<file path="src/rtl/pct_pkg.sv">
/*
  package for the pwm / carrier timer: mode codes, reset values, timing
  constants and apb register offsets shared by both ends.
  assumes a single 125 mhz pclk domain and an apb master on the host side.
*/
package pct_pkg;
  typedef enum logic [1:0] {
    PCT_MODE_PWM     = 2'h0,
    PCT_MODE_CARRIER = 2'h1
  } pct_mode_t;

  localparam logic [7:0]  PCT_CMP_RST      = 8'h00;
  localparam logic [1:0]  PCT_DUTY_SETTLE  = 2'h3;  // count clocks
  localparam int          PCT_CNT_DIV      = 4;     // pclk per count clock
  // apb register byte offsets
  localparam logic [11:0] PCT_OFF_CTRL     = 12'h000;
  localparam logic [11:0] PCT_OFF_PERIOD   = 12'h004;
  localparam logic [11:0] PCT_OFF_DUTY     = 12'h008;
  localparam logic [11:0] PCT_OFF_GATE     = 12'h00c;
  localparam logic [11:0] PCT_OFF_STATUS   = 12'h010;
  // ctrl and gate register field positions
  localparam int          PCT_CTRL_RUN     = 0;
  localparam int          PCT_CTRL_MODE    = 1;
  localparam int          PCT_GATE_STAGE   = 0;
  localparam int          PCT_GATE_REMOTE  = 1;
endpackage

</file>
<file path="src/rtl/pct_if.sv">
/*
  link between the timer device and its host controller.
  assumes both ends share pclk and presetn.
*/
`timescale 1ns/1ps
interface pct_if (
  input wire logic pclk,
  input wire logic presetn
);
  logic       run_enable;        // counting on
  logic       carrier_mode;      // carrier generator selected
  logic [7:0] period_compare;    // period or low width
  logic [7:0] duty_compare;      // duty or high width
  logic       duty_wr;           // pulse: duty register written
  logic       gate_staging_bit;  // staging gate value
  logic       stage_wr;          // pulse: staging bit written
  logic       remote_output_enable;
  logic       companion_irq;     // pulse from companion counter
  logic       gate_active_bit;   // read-only active gate
  logic       sync_transfer_pulse;
  logic       match_irq;
  logic       pulse_out;
  logic       carrier_out_pin;

  modport device (
    input  run_enable, carrier_mode, period_compare, duty_compare, duty_wr,
           gate_staging_bit, stage_wr, remote_output_enable, companion_irq,
    output gate_active_bit, sync_transfer_pulse, match_irq, pulse_out,
           carrier_out_pin
  );
  modport host (
    output run_enable, carrier_mode, period_compare, duty_compare, duty_wr,
           gate_staging_bit, stage_wr, remote_output_enable, companion_irq,
    input  gate_active_bit, sync_transfer_pulse, match_irq, pulse_out,
           carrier_out_pin
  );
endinterface

</file>
<file path="src/rtl/pct_timer.sv">
/*
  8-bit compare timer end: pwm mode, and carrier mode when CARRIER_OK.
  assumes the host keeps compare values legal and the companion irq is
  a pclk-domain pulse; count clock is a divided enable of pclk.
*/
// Local design decisions: the placing of the registers and the APB register port.
`timescale 1ns/1ps
module pct_timer #(
  parameter bit CARRIER_OK = 1'b1  // second instance only
) (
  input wire logic pclk,     // 125 mhz clock
  input wire logic presetn,  // async reset, low
  pct_if.device    lnk       // link to host
);
  import pct_pkg::*;

  logic [1:0] div_ff;
  logic       tick;
  logic       run_q_ff;
  logic [7:0] cnt_ff;
  // one-hot compare selector
  typedef enum logic [1:0] {
    CMP_FIRST  = 2'b01,      // period, or carrier low width
    CMP_SECOND = 2'b10       // duty, or carrier high width
  } pct_cmp_t;
  pct_cmp_t   cmp_sel_ff;
  logic       sel_duty;
  logic       wave_ff;
  logic       irq_ff;
  logic [7:0] duty_act_ff;
  logic [7:0] duty_lat_ff;
  logic       lat_pend_ff;
  logic [1:0] age_ff;
  logic [1:0] sync_ff;       // companion irq stretched to count clock
  logic       xfer_ff;
  logic [1:0] xfer_dly_ff;
  logic       active_ff;
  logic       hold_ff;
  logic       carr;
  logic       started;
  logic       match;

  assign carr    = CARRIER_OK && lnk.carrier_mode;
  assign started = lnk.run_enable && run_q_ff;
  assign sel_duty = (cmp_sel_ff == CMP_SECOND);
  assign match   = tick && started &&
                   (cnt_ff == (sel_duty ? duty_act_ff
                                        : lnk.period_compare));

  // a match that ends a whole period clears the counter and raises irq
  function automatic logic ends_period(input logic second, input logic car);
    return !second || car;
  endfunction

  always_ff @(posedge pclk or negedge presetn) begin
    if (!presetn) begin
      div_ff <= 2'h0;
    end else begin
      div_ff <= div_ff + 2'h1;
    end
  end
  assign tick = (div_ff == 2'(PCT_CNT_DIV - 1));

  // first count clock after enable is swallowed
  always_ff @(posedge pclk or negedge presetn) begin
    if (!presetn) begin
      run_q_ff <= 1'b0;
    end else if (!lnk.run_enable) begin
      run_q_ff <= 1'b0;
    end else if (tick) begin
      run_q_ff <= 1'b1;
    end
  end

  // counter: cleared on stop and on every match that ends a period
  always_ff @(posedge pclk or negedge presetn) begin
    if (!presetn) begin
      cnt_ff <= 8'h00;
    end else if (!lnk.run_enable) begin
      cnt_ff <= 8'h00;
    end else if (match && ends_period(sel_duty, carr)) begin
      cnt_ff <= 8'h00;
    end else if (tick && started) begin
      cnt_ff <= cnt_ff + 8'h01;
    end
  end

  // output toggles on every match
  always_ff @(posedge pclk or negedge presetn) begin
    if (!presetn) begin
      wave_ff <= 1'b0;
    end else if (!lnk.run_enable) begin
      wave_ff <= 1'b0;
    end else if (match) begin
      wave_ff <= ~wave_ff;
    end
  end

  // a pwm duty match toggles the output but raises no irq;
  // a stop clears it too, since match needs the run bit
  always_ff @(posedge pclk or negedge presetn) begin
    if (!presetn) begin
      irq_ff <= 1'b0;
    end else begin
      irq_ff <= match && ends_period(sel_duty, carr);
    end
  end

  // compare register alternates at each match; a stop restarts at first
  always_ff @(posedge pclk or negedge presetn) begin
    if (!presetn) begin
      cmp_sel_ff <= CMP_FIRST;
    end else if (!lnk.run_enable) begin
      cmp_sel_ff <= CMP_FIRST;
    end else if (match) begin
      case (cmp_sel_ff)
        CMP_FIRST:  cmp_sel_ff <= CMP_SECOND;
        CMP_SECOND: cmp_sel_ff <= CMP_FIRST;
        default:    cmp_sel_ff <= CMP_FIRST;
      endcase
    end
  end

  // duty latch: transfer only at an old-value match, after settling
  always_ff @(posedge pclk or negedge presetn) begin
    if (!presetn) begin
      duty_act_ff <= PCT_CMP_RST;
      duty_lat_ff <= PCT_CMP_RST;
      lat_pend_ff <= 1'b0;
      age_ff      <= 2'h0;
    end else if (lnk.duty_wr) begin
      duty_lat_ff <= lnk.duty_compare;
      age_ff      <= 2'h0;
      if (!lnk.run_enable) begin
        duty_act_ff <= lnk.duty_compare;  // stopped: load at once
        lat_pend_ff <= 1'b0;
      end else begin
        lat_pend_ff <= 1'b1;
      end
    end else begin
      if (tick && age_ff != PCT_DUTY_SETTLE) begin
        age_ff <= age_ff + 2'h1;
      end
      if (match && sel_duty && lat_pend_ff &&
          age_ff == PCT_DUTY_SETTLE) begin
        duty_act_ff <= duty_lat_ff;
        lat_pend_ff <= 1'b0;
      end
    end
  end

  // companion irq held until the next count clock, then edge-detected
  always_ff @(posedge pclk or negedge presetn) begin
    if (!presetn) begin
      sync_ff     <= 2'h0;
      xfer_ff     <= 1'b0;
      xfer_dly_ff <= 2'h0;
    end else begin
      if (lnk.companion_irq) begin
        sync_ff[0] <= 1'b1;
      end else if (tick) begin
        sync_ff[0] <= 1'b0;
      end
      xfer_ff <= 1'b0;
      if (tick) begin
        sync_ff[1]  <= sync_ff[0];
        xfer_ff     <= sync_ff[0] && !sync_ff[1];
        xfer_dly_ff <= {xfer_dly_ff[0], xfer_ff};
      end else if (xfer_ff) begin
        xfer_dly_ff[0] <= 1'b1;
      end
    end
  end

  // active gate loads on the second count clock after the pulse
  always_ff @(posedge pclk or negedge presetn) begin
    if (!presetn) begin
      active_ff <= 1'b0;
    end else if (tick && xfer_dly_ff[1] && carr) begin
      active_ff <= lnk.gate_staging_bit;
    end
  end

  // keep the pin high through a running carrier high phase
  always_ff @(posedge pclk or negedge presetn) begin
    if (!presetn) begin
      hold_ff <= 1'b0;
    end else if (!wave_ff) begin
      hold_ff <= 1'b0;
    end else if (active_ff) begin
      hold_ff <= 1'b1;
    end
  end

  always_comb begin
    if (!lnk.gate_staging_bit && !active_ff && !hold_ff) begin
      lnk.carrier_out_pin = 1'b0;
    end else if (!lnk.remote_output_enable) begin
      lnk.carrier_out_pin = active_ff;
    end else begin
      lnk.carrier_out_pin = wave_ff && (active_ff || hold_ff);
    end
  end

  assign lnk.gate_active_bit     = active_ff;
  assign lnk.sync_transfer_pulse = xfer_ff;
  assign lnk.match_irq           = irq_ff;
  assign lnk.pulse_out           = wave_ff & ~carr;
endmodule

</file>
<file path="src/flat_wrapper.sv">
// flat-port wrapper written by rule: the top's interface ports become plain ports
module pct_timer_flat import pct_pkg::*;
#(
  parameter bit CARRIER_OK = 1'b1                         
)
  (pclk, presetn, lnk_run_enable, lnk_carrier_mode, lnk_period_compare, lnk_duty_compare, lnk_duty_wr, lnk_gate_staging_bit, lnk_stage_wr, lnk_remote_output_enable, lnk_companion_irq, lnk_gate_active_bit, lnk_sync_transfer_pulse, lnk_match_irq, lnk_pulse_out, lnk_carrier_out_pin);
  pct_if lnk_i (.pclk(pclk), .presetn(presetn));
  input wire logic pclk;
  input wire logic presetn;
  input wire logic [$bits(lnk_i.run_enable)-1:0] lnk_run_enable;
  input wire logic [$bits(lnk_i.carrier_mode)-1:0] lnk_carrier_mode;
  input wire logic [$bits(lnk_i.period_compare)-1:0] lnk_period_compare;
  input wire logic [$bits(lnk_i.duty_compare)-1:0] lnk_duty_compare;
  input wire logic [$bits(lnk_i.duty_wr)-1:0] lnk_duty_wr;
  input wire logic [$bits(lnk_i.gate_staging_bit)-1:0] lnk_gate_staging_bit;
  input wire logic [$bits(lnk_i.stage_wr)-1:0] lnk_stage_wr;
  input wire logic [$bits(lnk_i.remote_output_enable)-1:0] lnk_remote_output_enable;
  input wire logic [$bits(lnk_i.companion_irq)-1:0] lnk_companion_irq;
  output wire logic [$bits(lnk_i.gate_active_bit)-1:0] lnk_gate_active_bit;
  output wire logic [$bits(lnk_i.sync_transfer_pulse)-1:0] lnk_sync_transfer_pulse;
  output wire logic [$bits(lnk_i.match_irq)-1:0] lnk_match_irq;
  output wire logic [$bits(lnk_i.pulse_out)-1:0] lnk_pulse_out;
  output wire logic [$bits(lnk_i.carrier_out_pin)-1:0] lnk_carrier_out_pin;
  assign lnk_i.run_enable = lnk_run_enable;
  assign lnk_i.carrier_mode = lnk_carrier_mode;
  assign lnk_i.period_compare = lnk_period_compare;
  assign lnk_i.duty_compare = lnk_duty_compare;
  assign lnk_i.duty_wr = lnk_duty_wr;
  assign lnk_i.gate_staging_bit = lnk_gate_staging_bit;
  assign lnk_i.stage_wr = lnk_stage_wr;
  assign lnk_i.remote_output_enable = lnk_remote_output_enable;
  assign lnk_i.companion_irq = lnk_companion_irq;
  assign lnk_gate_active_bit = lnk_i.gate_active_bit;
  assign lnk_sync_transfer_pulse = lnk_i.sync_transfer_pulse;
  assign lnk_match_irq = lnk_i.match_irq;
  assign lnk_pulse_out = lnk_i.pulse_out;
  assign lnk_carrier_out_pin = lnk_i.carrier_out_pin;
  pct_timer #(.CARRIER_OK(CARRIER_OK)) u_core (.pclk(pclk), .presetn(presetn), .lnk(lnk_i));
endmodule
</file>
<file path="config.mk">
export PLATFORM = sky130hd
export DESIGN_NAME = pct_timer_flat
export DESIGN_NICKNAME = d
export VERILOG_FILES = /design/src/rtl/pct_pkg.sv /design/src/rtl/pct_if.sv /design/src/rtl/pct_timer.sv /design/src/flat_wrapper.sv
export SDC_FILE = /design/constraint.sdc
export NUM_CORES = 1
export LEC_CHECK = 0
export BUFFER_PORTS_ARGS = -buffer_cell sky130_fd_sc_hd__buf_2
export CAP_MARGIN = 20
export CORE_MARGIN = 4
export CORE_UTILIZATION = 41
export DETAILED_ROUTE_END_ITERATION = 7
export PLACE_DENSITY = 0.67
export SYNTH_ARGS = -nofsm -noshare
export SYNTH_HDL_FRONTEND = slang
export SYNTH_SLANG_ARGS = --single-unit
</file>
<file path="constraint.sdc">
create_clock -name pclk -period 3.82 [get_ports pclk]
set_input_delay 0.191 -clock pclk [delete_from_list [all_inputs] [get_ports pclk]]
set_output_delay 0.191 -clock pclk [all_outputs]
set_load 0.03 [all_outputs]
</file>
==> reports/metrics.cfg <==
[status]
status=complete, no violations

[layout]
fin_cells=250
drive_above_1_share_pct=31.3
regArea_mm2=0.00103
stdcell_area_mm2=0.00225
nets=225
fill_cells=436
area_delta_synth_final_pct=14.2
multiInputGateArea_um2=892
num_antenna_cells=0

[clocking]
hold_buffers=0
post_cts_buffers=0
cts_tree=done
numCtsBuffers=5
insertion_delay_ns=0.29
clk_pin_slew_ns=0.08
cts_resized=0
cts_max_level=2
cts-root-buf=clkbuf_8
cts_max_path_buffers=2
cts.sinks=41

[grt]
grt_pass1_wl_um=6070
grt.busiest_layer=met2
grt_util_met1_pct=16.5
grt_util_met3_pct=3.28
met2_usage_pct=20.2
grt_pass1_vias=1308
grt_start_max_net_pins=42
track_usage_pct=12.9
antenna_found_initial=0
grt-ovfl-total=0

[drt]
ant_nets=0
drt-total-wl_um=3540
drt_iter0_drc=30
vias=1291
firstDrtPassIters=4
wire_per_inst_um=14.2
drt-vias-per-instance=5.16
drc=0

[yosys]
ys_ff_latch=41
async_reset_ff_share_pct=100
ys_top_cells_by_count=40 x dfrtp_1, 18 x mux2_2, 10 x nand2_1
synth_area_mm2=0.00197
syn-num-nets=193
yosys.cell_count.top_type=dfrtp_1
synth_top_flop_cell=dfrtp_1
synth-simple-area-share_pct=12.6
synthXorXnorAreaFrac_pct=4.89
synth-edff-count=0
synth_cell_types=42
synth_mux_area_share_pct=15.5
synth_area_leaders=dfrtp_1 51%, mux2_2 10%, mux2i_1 4.1%, xor2_1 2.7%, xnor2_1 2.2%
ys_seq_area_share_pct=52.2
yosysWarnings=0
synth_adder_area_share_pct=1.91
yosysTopAreaCell=dfrtp_1
synth_cells=165
synth_top_cell_area_share_pct=50.8
synth.avg_cell_area_um2=11.9
synth-compound-area-share_pct=10.4
synth_top_family_by_area=multiplexers

[critical_path]
endpoint_kind=register
worstReg2RegStart=u_core.cmp_sel_ff[0]
rr_worst_depth=7
crit_path_start=u_core.cmp_sel_ff[0]
ff2ff_setup_slack_ns=1.27
worstSetupPathType=register to register
cp.required_ns=4.00
arrival_ns=2.73
crit_end=u_core.cnt_ff[4]
r2r_end=u_core.cnt_ff[4]
start_kind=register
cp_max_fo=9

[job]
cap_viol_max_count=0

[place]
place.gp.congestion=0.792
hpwl_um=2600
pre_cts_slack_ns=1.27
placedCellCount=242
dpl-instance-area_mm2=0.00216
io_buffer_count=28

[floorplan]
die-area_mm2=0.00598
initial_core_util_pct=43.7
core_mm2=0.00450
dieWidth_um=77.3
die_h_um=77.3
fp-row-count=24
top_level_ports=30

[timing]
fin_worst_skew_ns=0.00700
period_share_pct=66.7
min_period_ns=2.55
setup_viol=0
fmax_mhz=392
slew_headroom_pct=37.9
worst_slew_pin_slew_ns=0.923
rsz0062_at_grt=false
finalMaxSlewViolations=0
setup_tns_ns=0
worst_slack_ns=1.27
hold_viol=0
hold_ws_ns=0.0242

[pwr]
ir_drop_uv=206
powerDensity_mw_per_mm2=373
power.leakage_nw=1.03

[min_path]
hp-class=input pin to async pin

-- sequential cells by signal, indices dropped and copies added, names as in the netlist, 2 cells and up --
| register | cells |
|---|---|
| u_core.cnt_ff | 8 |
| u_core.duty_act_ff | 8 |
| u_core.duty_lat_ff | 8 |
| u_core.age_ff | 2 |
| u_core.cmp_sel_ff | 2 |
| u_core.div_ff | 2 |
| u_core.sync_ff | 2 |
| u_core.xfer_dly_ff | 2 |
-- cell type report --
class / instances / share of cell area [%]
clock buffers: 5 / 3.06
clock inverters: 3 / 0.779
inverters: 8 / 1.34
multi-input cells: 112 / 39.7
flip-flops and latches: 41 / 45.7
well taps: 52 / 2.89
repair buffers: 29 / 6.57
-- cell usage in the layout, fill, tap and decap left out, types with 2 or more instances in the layout --
cell,n
o21a_1,2
clkbuf_8,5
clkinv_2,2
o21ai_0,6
mux2_2,18
nand2b_1,4
mux2i_1,8
inv_1,8
buf_2,28
nand3_1,4
a21oi_1,2
and2_1,2
nand2_1,10
xor2_1,6
a211oi_1,2
a21o_1,4
mux2_1,2
ha_1,3
nor3b_1,2
dfrtp_1,40
nor2b_1,5
nor2_1,7
and3_1,4
xnor2_1,5
-- where the power goes --
| part | internal [W] | switching, W | total (W) | leakage, nW |
|---|---|---|---|---|
| Sequential | 0.000464 | 0.0000159 | 0.000480 | 0.515 |
| Combinational | 0.0000433 | 0.0000403 | 0.0000836 | 0.475 |
| Clock | 0.000126 | 0.000149 | 0.000275 | 0.0439 |
-- layer usage --
metal | vias to the layer above | part of all wire, %
li1 | 637 | -
met1 | 630 | 48
met5 | - | 0
met2 | 18 | 46
met3 | 6 | 3.4
met4 | 0 | 2.1
-- worst min path at each step --
stage / from / to / slack, ns / depth (start not counted)
after floorplan: presetn / u_core.age_ff[0] / -0.10 / 0
after detailed placement: lnk_companion_irq / u_core.sync_ff[0] / 0.38 / 2
after CTS: presetn / u_core.lat_pend_ff / 0.06 / 1
final: presetn / u_core.hold_ff / 0.02 / 1
after global placement: presetn / u_core.hold_ff / 0.38 / 1
after global routing: lnk_companion_irq / u_core.sync_ff[0] / 0.08 / 2
-- worst max-delay path, stage by stage (launching register included) --
cell and delay (ns):
dfstp_2 0.40, nand2b_1 0.22, a2111oi_0 0.53, o22ai_1 0.24
or3_1 0.41, o21ai_2 0.33, nor2_1 0.08, o31a_1 0.24
-- stage by stage --
stage | power (W) | util, %
floorplan | 0.000538 | -
detailed placement | 0.000575 | 48.0
global route | 0.000893 | 49.9
CTS | 0.000858 | 49.9
finish | 0.000839 | 49.9
global placement | 0.000572 | 48.0
-- cells by family (layout without fill, tap and decap cells) --
family | Yosys count | after routing
AND/OR/NAND/NOR | 44 | 44
flip-flops | 41 | 41
multiplexers | 28 | 28
AO/OA/AOI/OAI | 26 | 26
buffers and inverters | 12 | 45
XOR/XNOR | 11 | 11
adder cells (fa/ha/maj) | 3 | 3
Power figures use the tool's default switching activity.
